<file path="src/pas_regs.svh">
// constants for the phy address and status register bank
// assumes inclusion by the register bank, the master model and the bench
`ifndef PAS_REGS_SVH
`define PAS_REGS_SVH

// ----------------------------------------
// register location and field positions
// ----------------------------------------
`define PAS_REG_OFFSET 5'h19
`define PAS_BIT_JAB_DROP 11
`define PAS_BIT_NEG_EN 10
`define PAS_BIT_RSVD9 9
`define PAS_BIT_FAULT_EN 8
`define PAS_BIT_DUPLEX 7
`define PAS_BIT_SPEED10 6
`define PAS_BIT_CIM 5
`define PAS_ADDR_MSB 4

// ----------------------------------------
// reset values
// ----------------------------------------
`define PAS_RST_ADDR 5'h00
`define PAS_RST_FAULT_EN 1'b0
`define PAS_RST_JAB_DROP 1'b0
`define PAS_RST_CIM 1'b0

// ----------------------------------------
// management frame timing in management clock bits, opcodes, and the strap wait in system clocks
// ----------------------------------------
`define PAS_PREAMBLE_BITS 6'h20
`define PAS_HDR_LAST 4'hc
`define PAS_DATA_BITS 5'h10
`define PAS_WDATA_LAST 5'h0f
`define PAS_OP_READ 2'h2
`define PAS_OP_WRITE 2'h1
`define PAS_STRAP_WAIT 2'h2

`endif

</file>
<file path="src/pas_pkg.sv">
// types for the phy address and status register bank
// assumes pas_regs.svh is on the include path
package pas_pkg;

	typedef enum logic [2:0] {
		PAS_PRE,
		PAS_HDR,
		PAS_TA,
		PAS_RDATA,
		PAS_WDATA
	} pas_frame_e;

	// level straps, sampled through synchronisers
	typedef struct packed {
		logic repeater;
		logic negotiation_strap_a;
		logic negotiation_strap_b;
		logic [4:0] station_address_bits;
	} pas_strap_s;

	// state from neighbouring logic on the system clock
	typedef struct packed {
		logic basic_control_neg_enable;
		logic basic_control_full_duplex;
		logic basic_control_speed_100;
		logic negotiated_full_duplex;
		logic negotiated_speed_10;
		logic basic_status_neg_complete;
		logic basic_status_link_up;
	} pas_mode_s;

endpackage

</file>
<file path="src/pas_phy_address_status.sv">
// phy address and status register with its serial management slave
// assumes mdc and mdio come from pins; mode, descrambler and monitor inputs are on clk_sys_in
//
// Function
// RQ1: bit 11 set: drop carrier sense after descrambler time-out.
// RQ2: bit 11 clear: hold carrier sense until descrambler resynchronizes.
// RQ3: bit 11 resets to inverse of the repeater strap.
// RQ4: bit 10 read-only shows negotiation enabled, from straps or basic control.
// RQ5: bit 8 read/write enables far-end fault indication; resets to zero.
// RQ6: bit 7 read-only reports full duplex as one, half as zero.
// RQ7: duplex and speed bits valid when negotiation off, complete, or link up.
// RQ8: bit 6 read-only reads one for 10 Mb/s, zero for 100 Mb/s.
// RQ9: bit 5 latched flag reports unstable link; resets to zero.
// RQ10: led select routes integrity monitor flag to first led output.
// RQ11: software writes reserved bits as zero and ignores their read value.
// RQ12: low five bits capture address straps; zero address sets isolate.
// RQ13: latched monitor flag holds until read, then follows current state.
`timescale 1ns/1ps
`include "pas_regs.svh"

module pas_phy_address_status
	import pas_pkg::*;
(
	input wire logic clk_sys_in,
	input wire logic arst_n_in,
	input wire logic mdc_in,
	input wire logic mdio_in,
	output logic mdio_out,
	output logic mdio_oe_out,
	input wire pas_strap_s strap_in,
	input wire pas_mode_s mode_in,
	input wire logic carrier_raw_in,
	input wire logic descrambler_timeout_in,
	input wire logic descrambler_locked_in,
	input wire logic monitor_unstable_in,
	input wire logic first_led_select_in,
	input wire logic led_normal_in,
	output logic carrier_sense_out,
	output logic first_led_output_out,
	output logic far_end_fault_enable_out,
	output logic isolate_out,
	output logic negotiation_enabled_out,
	output logic duplex_full_out,
	output logic speed_10_out,
	output logic status_valid_out
);

	// ----------------------------------------
	// synchronisers
	// ----------------------------------------
	logic [1:0] mdc_s_q;
	logic [1:0] mdio_s_q;
	pas_strap_s strap_s1_q;
	pas_strap_s strap_s2_q;
	logic mdc_last_q;
	logic mdc_rise;

	always_ff @(posedge clk_sys_in or negedge arst_n_in) begin
		if (!arst_n_in) begin
			mdc_s_q <= 2'h0;
			mdio_s_q <= 2'h3;
			strap_s1_q <= '0;
			strap_s2_q <= '0;
			mdc_last_q <= 1'b0;
		end else begin
			mdc_s_q <= {mdc_s_q[0], mdc_in};
			mdio_s_q <= {mdio_s_q[0], mdio_in};
			strap_s1_q <= strap_in;
			strap_s2_q <= strap_s1_q;
			mdc_last_q <= mdc_s_q[1];
		end
	end

	assign mdc_rise = mdc_s_q[1] & ~mdc_last_q;

	// ----------------------------------------
	// strap capture after reset release
	// ----------------------------------------
	// straps are levels, so they are taken once the synchroniser has filled
	logic [1:0] strap_wait_q;
	logic strap_take;

	always_ff @(posedge clk_sys_in or negedge arst_n_in) begin
		if (!arst_n_in) begin
			strap_wait_q <= 2'h0;
		end else if (strap_wait_q != `PAS_STRAP_WAIT + 2'h1) begin
			strap_wait_q <= strap_wait_q + 2'h1;
		end
	end

	assign strap_take = (strap_wait_q == `PAS_STRAP_WAIT);

	// ----------------------------------------
	// management frame engine
	// ----------------------------------------
	pas_frame_e state_q;
	logic [5:0] pre_cnt_q;
	logic [4:0] cnt_q;
	logic [12:0] hdr_q;
	logic [15:0] sh_q;
	logic is_read_q;
	logic hit_q;
	logic wr_q;
	logic rd_clr_q;
	logic [12:0] hdr_now;
	logic [15:0] rd_word;
	logic [4:0] addr_q;
	logic jab_drop_q;
	logic fault_en_q;
	logic cim_q;
	logic neg_en;
	logic duplex;
	logic speed10;

	assign hdr_now = {hdr_q[11:0], mdio_s_q[1]};

	always_ff @(posedge clk_sys_in or negedge arst_n_in) begin
		if (!arst_n_in) begin
			state_q <= PAS_PRE;
			pre_cnt_q <= 6'h00;
			cnt_q <= 5'h00;
			hdr_q <= 13'h0000;
			sh_q <= 16'h0000;
			is_read_q <= 1'b0;
			hit_q <= 1'b0;
			wr_q <= 1'b0;
			rd_clr_q <= 1'b0;
			mdio_out <= 1'b1;
			mdio_oe_out <= 1'b0;
		end else begin
			wr_q <= 1'b0;
			rd_clr_q <= 1'b0;
			if (mdc_rise) begin
				case (state_q)
					PAS_PRE: begin
						if (mdio_s_q[1]) begin
							if (pre_cnt_q != `PAS_PREAMBLE_BITS) begin
								pre_cnt_q <= pre_cnt_q + 6'h01;
							end
						end else begin
							// a zero after a full preamble is the first start bit
							if (pre_cnt_q == `PAS_PREAMBLE_BITS) begin
								state_q <= PAS_HDR;
								cnt_q <= 5'h00;
							end
							pre_cnt_q <= 6'h00;
						end
					end
					PAS_HDR: begin
						hdr_q <= hdr_now;
						cnt_q <= cnt_q + 5'h01;
						// thirteen header bits: start one, op, phy, reg
						if (cnt_q[3:0] == `PAS_HDR_LAST) begin
							cnt_q <= 5'h00;
							is_read_q <= (hdr_now[11:10] == `PAS_OP_READ);
							hit_q <= (hdr_now[9:5] == addr_q) && (hdr_now[4:0] == `PAS_REG_OFFSET);
							if (hdr_now[12] && ((hdr_now[11:10] == `PAS_OP_READ && hdr_now[9:5] == addr_q)
								|| hdr_now[11:10] == `PAS_OP_WRITE)) begin
								state_q <= PAS_TA;
							end else begin
								state_q <= PAS_PRE;
							end
						end
					end
					PAS_TA: begin
						cnt_q <= cnt_q + 5'h01;
						if (is_read_q) begin
							// the first turnaround bit is left to the wire; drive zero for the second
							mdio_out <= 1'b0;
							mdio_oe_out <= 1'b1;
							sh_q <= hit_q ? rd_word : 16'h0000;
							rd_clr_q <= hit_q;
							cnt_q <= 5'h00;
							state_q <= PAS_RDATA;
						end else if (cnt_q[0]) begin
							cnt_q <= 5'h00;
							state_q <= PAS_WDATA;
						end
					end
					PAS_RDATA: begin
						if (cnt_q == `PAS_DATA_BITS) begin
							mdio_oe_out <= 1'b0;
							mdio_out <= 1'b1;
							state_q <= PAS_PRE;
						end else begin
							mdio_out <= sh_q[15];
							sh_q <= {sh_q[14:0], 1'b0};
							cnt_q <= cnt_q + 5'h01;
						end
					end
					PAS_WDATA: begin
						sh_q <= {sh_q[14:0], mdio_s_q[1]};
						cnt_q <= cnt_q + 5'h01;
						if (cnt_q == `PAS_WDATA_LAST) begin
							wr_q <= hit_q;
							state_q <= PAS_PRE;
						end
					end
					default: begin
						state_q <= PAS_PRE;
						mdio_oe_out <= 1'b0;
					end
				endcase
			end
		end
	end

	// ----------------------------------------
	// register fields
	// ----------------------------------------
	// RQ11 reserved read zero
	always_comb begin
		rd_word = 16'h0000;
		rd_word[`PAS_BIT_JAB_DROP] = jab_drop_q;
		rd_word[`PAS_BIT_NEG_EN] = neg_en;
		rd_word[`PAS_BIT_FAULT_EN] = fault_en_q;
		rd_word[`PAS_BIT_DUPLEX] = duplex;
		rd_word[`PAS_BIT_SPEED10] = speed10;
		rd_word[`PAS_BIT_CIM] = cim_q;
		rd_word[`PAS_ADDR_MSB:0] = addr_q;
	end

	always_ff @(posedge clk_sys_in or negedge arst_n_in) begin
		if (!arst_n_in) begin
			addr_q <= `PAS_RST_ADDR;
			jab_drop_q <= `PAS_RST_JAB_DROP;
			fault_en_q <= `PAS_RST_FAULT_EN;
			isolate_out <= 1'b0;
		end else if (strap_take) begin
			// RQ3 repeater strap default
			jab_drop_q <= ~strap_s2_q.repeater;
			// RQ12 address strap capture
			addr_q <= strap_s2_q.station_address_bits;
			isolate_out <= (strap_s2_q.station_address_bits == 5'h00);
		end else if (wr_q) begin
			jab_drop_q <= sh_q[`PAS_BIT_JAB_DROP];
			// RQ5 far-end fault enable
			fault_en_q <= sh_q[`PAS_BIT_FAULT_EN];
			addr_q <= sh_q[`PAS_ADDR_MSB:0];
		end
	end

	// RQ9 latched monitor flag
	// RQ13 set wins over read clear
	always_ff @(posedge clk_sys_in or negedge arst_n_in) begin
		if (!arst_n_in) begin
			cim_q <= `PAS_RST_CIM;
		end else begin
			cim_q <= monitor_unstable_in | (cim_q & ~rd_clr_q);
		end
	end

	// ----------------------------------------
	// mode status
	// ----------------------------------------
	// RQ4 negotiation enable source
	assign neg_en = mode_in.basic_control_neg_enable | (strap_s2_q.negotiation_strap_a & strap_s2_q.negotiation_strap_b);
	// RQ6 duplex selection
	assign duplex = neg_en ? mode_in.negotiated_full_duplex : mode_in.basic_control_full_duplex;
	// RQ8 speed selection
	assign speed10 = neg_en ? mode_in.negotiated_speed_10 : ~mode_in.basic_control_speed_100;

	always_ff @(posedge clk_sys_in or negedge arst_n_in) begin
		if (!arst_n_in) begin
			negotiation_enabled_out <= 1'b0;
			duplex_full_out <= 1'b0;
			speed_10_out <= 1'b0;
			status_valid_out <= 1'b0;
			far_end_fault_enable_out <= 1'b0;
			first_led_output_out <= 1'b0;
		end else begin
			negotiation_enabled_out <= neg_en;
			duplex_full_out <= duplex;
			speed_10_out <= speed10;
			// RQ7 status validity
			status_valid_out <= ~neg_en | mode_in.basic_status_neg_complete | mode_in.basic_status_link_up;
			far_end_fault_enable_out <= fault_en_q;
			// RQ10 led routing
			first_led_output_out <= first_led_select_in ? cim_q : led_normal_in;
		end
	end

	// ----------------------------------------
	// carrier sense after descrambler time-out
	// ----------------------------------------
	logic timed_out_q;

	always_ff @(posedge clk_sys_in or negedge arst_n_in) begin
		if (!arst_n_in) begin
			timed_out_q <= 1'b0;
			carrier_sense_out <= 1'b0;
		end else begin
			if (descrambler_timeout_in) begin
				timed_out_q <= 1'b1;
			end else if (descrambler_locked_in) begin
				timed_out_q <= 1'b0;
			end
			// RQ1 drop on time-out
			// RQ2 hold until resync
			carrier_sense_out <= timed_out_q ? ~jab_drop_q : carrier_raw_in;
		end
	end

endmodule

</file>
<file path="config.mk">
export PLATFORM = sky130hd
export DESIGN_NAME = pas_phy_address_status
export DESIGN_NICKNAME = d
export VERILOG_FILES = /design/src/pas_pkg.sv /design/src/pas_phy_address_status.sv
export VERILOG_INCLUDE_DIRS = /design/src
export SDC_FILE = /design/constraint.sdc
export NUM_CORES = 1
export LEC_CHECK = 0
export BUFFER_PORTS_ARGS = -buffer_cell sky130_fd_sc_hd__buf_2
export CELL_PAD_IN_SITES_DETAIL_PLACEMENT = 0
export CELL_PAD_IN_SITES_GLOBAL_PLACEMENT = 1
export CORE_AREA = 2 2 91 93
export CTS_BUF_LIST = sky130_fd_sc_hd__clkbuf_8
export CTS_CLUSTER_DIAMETER = 100
export DETAILED_ROUTE_END_ITERATION = 12
export DIE_AREA = 0 0 93 95
export GPL_ROUTABILITY_DRIVEN = 0
export PLACE_DENSITY_LB_ADDON = 0.1
export SLEW_MARGIN = 30
export SYNTH_ARGS = -nofsm -noshare
export SYNTH_HDL_FRONTEND = slang
export SYNTH_SLANG_ARGS = --single-unit
</file>
<file path="constraint.sdc">
create_clock -name clk_sys_in -period 5.3 [get_ports clk_sys_in]
set_input_delay 1.06 -clock clk_sys_in [delete_from_list [all_inputs] [get_ports clk_sys_in]]
set_output_delay 1.06 -clock clk_sys_in [all_outputs]
set_load 0.02 [all_outputs]
</file>
==> After elaboration in Yosys (flattened, before gate mapping) <==
Index checks and enable logic that the tools add are counted.
{ "classes": {"add_sub_neg": 3, "mux": 44, "n_reduce_logical": 21, "bitwise_logic": 15, "n_eq_ne": 24} }
{ "ops": {"columns": ["cell", "n"], "rows": [
  ["$pmux 16 s3", 1],
  ["$mux 5", 8],
  ["$mux 16", 2],
  ["$pmux 5 s5", 1],
  ["$mux 3", 7],
  ["$mux 1", 18],
  ["$ne 2x2->1 const B", 8],
  ["$pmux 3 s5", 1],
  ["$mux 12", 1],
  ["$mux 6", 2],
  ["$eq 5x5->1 const B", 2],
  ["$reduce_and 3->1", 3],
  ["$not 1->1", 8],
  ["$reduce_and 4->1", 2],
  ["$reduce_and 7->1", 1],
  ["$add 6x1->6 const B", 1],
  ["$eq 3x2->1 const B", 2],
  ["$eq 6x6->1 const B", 1],
  ["$ne 6x6->1 const B", 1],
  ["$reduce_bool 2->1", 3],
  ["$add 5x1->5 const B", 1],
  ["$eq 5x4->1 const B", 1],
  ["$eq 5x5->1", 1],
  ["$logic_not 5->1", 1],
  ["other kinds (21)", 30]
]} }
{ "totals": {"in_bits": 25, "regBits": 88, "word_cells": 143} }

==> Depth between registers and ports, before layout <==
{ "depth": {"depth_word": 7, "ltp_mapped": 7} }

==> Worst setup path after synthesis <==
No wires, ideal clock.
{ "synth_timing": {"path_type": "input to register", "from": "input mode_in[6] in the netlist's numbering", "to": "register sh_q[7]", "t_required_ns": 5.173, "path_slack_ns": 3.256, "t_arrival_ns": 1.917, "cell_stages": 4, "path_cell_list": "a21oi_1 > mux2_2 > a22oi_1 > mux2i_1"} }
{ "synth_between": {"elab_chain_len": 5} }
{ "synth_lines": {"columns": ["element", "line_no", "text"], "rows": [
  ["start, declared", "pas_phy_address_status.sv:31", "input wire pas_mode_s mode_in,"],
  ["$or 1x1->1", "pas_phy_address_status.sv:257", "assign neg_en = mode_in.basic_control_neg_enable | (strap_s2_q.negotiation_strap_a & strap_s2_q.negotiation_st ..."],
  ["$mux 1", "pas_phy_address_status.sv:259", "assign duplex = neg_en ? mode_in.negotiated_full_duplex : mode_in.basic_control_full_duplex;"],
  ["net duplex", "pas_phy_address_status.sv:112", "logic duplex;"],
  ["$mux 12", "pas_phy_address_status.sv:171", "sh_q <= hit_q ? rd_word : 16'h0000;"],
  ["$mux 16", "pas_phy_address_status.sv:167", "if (is_read_q) begin"],
  ["$pmux 16 s3", "pas_phy_address_status.sv:134", "case (state_q)"],
  ["end signal, assigned", "pas_phy_address_status.sv:171", null],
  ["end signal, assigned", "pas_phy_address_status.sv:187", "sh_q <= {sh_q[14:0], 1'b0};"],
  ["end signal, assigned", "pas_phy_address_status.sv:192", "sh_q <= {sh_q[14:0], mdio_s_q[1]};"],
  ["end, declared", "pas_phy_address_status.sv:100", "logic [15:0] sh_q;"]
]} }
The timed path passes the listed nets, and every way through them passes these cells. The select of a mux whose other input is x is not followed.
A chain may end at the register's enable or synchronous reset.

==> Worst setup path in the final report <==
{ "layout_timing": {"from": "register state_q[1]", "to": "register sh_q[2]"} }
{ "layout_between": {"elab_chain_len": 3} }
{ "layout_lines": {"columns": ["element", "line_no", "text"], "rows": [
  ["start, declared", "pas_phy_address_status.sv:96", "pas_frame_e state_q;"],
  ["start signal, assigned", "pas_phy_address_status.sv:119", "state_q <= PAS_PRE;"],
  ["start signal, assigned", "pas_phy_address_status.sv:143", "state_q <= PAS_HDR;"],
  ["start signal, assigned", "pas_phy_address_status.sv:159", "state_q <= PAS_TA;"],
  ["$eq 3x2->1 or $eq 3x3->1 (tied branches)", "pas_phy_address_status.sv:134", null],
  ["$ne 2x2->1 (no source line) or $reduce_bool 3->1 (tied branches)", null, null],
  ["$reduce_and 4->1 (no source line)", null, null]
]} }
Several ways; a longest one is shown, not always the timed one.

==> results.json <==
{
  "crit_required_ns": 5.54,
  "fin_nets": 435,
  "grt_pass1_wl_mm": 12.1,
  "status": "completed",
  "min_to": "strap_s2_q[2]",
  "hpwl_mm": 4.75,
  "die_area_um2": 8840,
  "hold_path.class": "register to register",
  "core.rowCount": 33,
  "ys_types": 59,
  "fin_worst_skew_ns": 0.0130,
  "synth_edf_count": 0,
  "final_hold_viol_count": 0,
  "rsz0062_at_grt": "false",
  "p_per_area_nw_per_um2": 291,
  "tightest_slew_ns": 0.740,
  "numPortBuffers": 34,
  "synthToLayoutAreaGrowth_pct": 11.7,
  "final_util": 0.570,
  "crit_path_end_kind": "register",
  "viasPerCell": 5.24,
  "clock_latency_ns": 0.35,
  "hold_slack_ns": 0.351,
  "drt_iter0_drc": 81,
  "routed-via-count": 2683,
  "synth.yosys.seq_area_share": 0.545,
  "cts_setup_buffers": 0,
  "clock_path_buffers": 2,
  "fmax_ghz": 0.430,
  "r2r-end": "sh_q[2]",
  "ys_async_sr_fraction": 1.00,
  "start_kind": "register",
  "n_antenna_cell": 0,
  "relSlewSlack": 0.500,
  "fin_crit_sh": 0.439,
  "syn_area_um2": 4040,
  "drt_first_pass_iters": 4,
  "ctsResizeCount": 0,
  "maxCapViolCount": 0,
  "cp.arrival_ns": 2.57,
  "cts_tree": "done",
  "initial_utilization": 0.510,
  "first_global_vias": 2612,
  "ctsRootBufferMaster": "clkbuf_8",
  "yosysWarnings": 0,
  "cp_slowest_cell": "dfrtp_1",
  "fin_tns_setup_ns": 0,
  "synthCells": 370,
  "p_leak_uw": 0.00218,
  "track_usage": 0.174,
  "post-route-min-period_ns": 2.33,
  "worst-setup-path-type": "register to register",
  "postSynthAreaPerCell_um2": 10.9,
  "ys_seq_elements": 88,
  "chipWidth_um": 93,
  "setup_viol": 0,
  "layout_common_cells": "dfrtp_1 (85), nand2_1 (64), buf_2 (33)",
  "clk_pin_slew_ns": 0.09,
  "cp_max_fo": 21,
  "hold_depth": 0,
  "ir_drop_mv": 0.204,
  "die_h_um": 95,
  "overflow": 0,
  "drt_wl_total_mm": 7.03,
  "hold_buffers": 0,
  "grt_max_degree": 50,
  "antenna_found_initial": 0,
  "path_cells": "nor4b_2 > nor2_1 > o21ai_4 > mux2_2",
  "slowest_delay_ns": 0.75,
  "core_area_um2": 7930,
  "post_drt_wl_per_cell_um": 13.7,
  "final_common_cell": "dfrtp_1",
  "cts_num_sinks": 88,
  "synthFlopType": "dfrtp_1",
  "finalInstanceArea_um2": 4520,
  "reg2reg_depth": 4,
  "holdCritStartpoint": "strap_s1_q[2]",
  "htree_levels": 3,
  "r2r-start": "state_q[1]",
  "dpl_cell_area_um2": 4270,
  "drive_gt1_frac": 0.197,
  "syn_nets": 403,
  "drc": 0,
  "antenna_left": 0,
  "io-pin-count": 35,
  "cp-startpoint": "state_q[1]",
  "maxSlewViolCount": 0,
  "numCtsBuffers": 9,
  "ff2ff_setup_slack_ns": 2.97
}
[logic make-up (layout without fill, tap and decap cells)]
group / after synthesis / after routing / synth area share
flip-flops: 88 / 88 / 0.545
adder cells (fa/ha/maj): 8 / 8 / 0.0248
buffers and inverters: 41 / 78 / 0.0461
XOR/XNOR: 6 / 6 / 0.0130
multiplexers: 39 / 39 / 0.103
AND/OR/NAND/NOR: 133 / 133 / 0.176
AO/OA/AOI/OAI: 55 / 55 / 0.0919
[power breakdown]
part	switching, uW	total, uW	leakage (uW)	internal [uW]
registers	19.7	713	0.00112	693
clock network	249	535	0.000119	286
logic	37.2	65.2	0.000941	28.1
[cell usage after synthesis (all sizes together) (2+ instances only)]
library cell / number / area [um^2]
a22o: 3 / 26.3
dfrtp: 85 / 2130
nand3: 6 / 30.0
and3: 3 / 20.0
nand2: 64 / 240
a22oi: 3 / 22.5
inv: 26 / 97.6
a31oi: 2 / 12.5
or2: 2 / 12.5
nor2: 9 / 33.8
nor3: 6 / 41.3
o31ai: 2 / 15.0
a211oi: 4 / 30.0
o21ai: 20 / 115
mux2i: 24 / 240
a21oi: 8 / 40.0
nand4: 3 / 18.8
nor2b: 7 / 43.8
a32o: 2 / 20.0
xor2: 5 / 43.8
nor4b: 2 / 23.8
or3b: 2 / 17.5
nor3b: 2 / 20.0
and4b: 4 / 40.0
buf: 8 / 62.6
or3: 2 / 12.5
clkbuf: 7 / 26.3
nor4: 2 / 12.5
nand2b: 6 / 37.5
ha: 8 / 100
a221o: 2 / 20.0
dfstp: 3 / 78.8
and2: 5 / 31.3
mux2: 15 / 176
nand3b: 2 / 15.0
a21o: 2 / 15.0
[flip-flops by register name, summed over array words and instances (netlist names), 2 cells and up]
| signal | cells |
|---|---|
| addr_q | 5 |
| cnt_q | 5 |
| hdr_q | 12 |
| mdc_s_q | 2 |
| mdio_s_q | 2 |
| pre_cnt_q | 6 |
| sh_q | 16 |
| state_q | 3 |
| strap_s1_q | 8 |
| strap_s2_q | 8 |
| strap_wait_q | 2 |
[final cells by class]
type	instances	area, um^2
Sequential cell	88	2210
Clock buffer	10	138
Tap cell	105	131
Timing Repair Buffer	36	188
Multi-Input combinational cell	241	1660
Clock inverter	6	97.6
Inverter	26	97.6
Fill cell	717	3410
[worst max-delay path by stage]
stage                     to  slack [ns]  cells past startpoint
floorplan            sh_q[7]        3.26                      4
global placement    sh_q[13]        2.85                      6
detailed placement   sh_q[2]        2.79                      6
CTS                  sh_q[0]        2.79                      6
global route         sh_q[0]        2.78                      4
finish               sh_q[2]        2.97                      4
[critical path, delay by kind of cell, from the launching register on]
kind,cells,cell delay [ns]
and+or+nand+nor,2,0.79
DFF,1,0.75
muxes,1,0.40
AOI/OAI and AO/OA,1,0.28
[layer usage]
| layer | global-route usage | vias to the layer above | part of all wire |
|---|---|---|---|
| met5 | 0 | - | 0 |
| met4 | 0.0772 | 0 | 0.020 |
| met3 | 0.0279 | 12 | 0.030 |
| met2 | 0.269 | 41 | 0.45 |
| met1 | 0.244 | 1290 | 0.50 |
| li1 | - | 1340 | - |
[per-stage QoR]
stage          instances  setup WS [ns]  power (uW)
3_3_place_gp         496           2.85         789
5_1_grt              512           2.78        1370
2_1_floorplan        370           3.26         756
6_report             512           2.97        1310
3_5_place_dp         496           2.79         793
4_1_cts              512           2.79        1340
(Power assumes the default switching activity.)
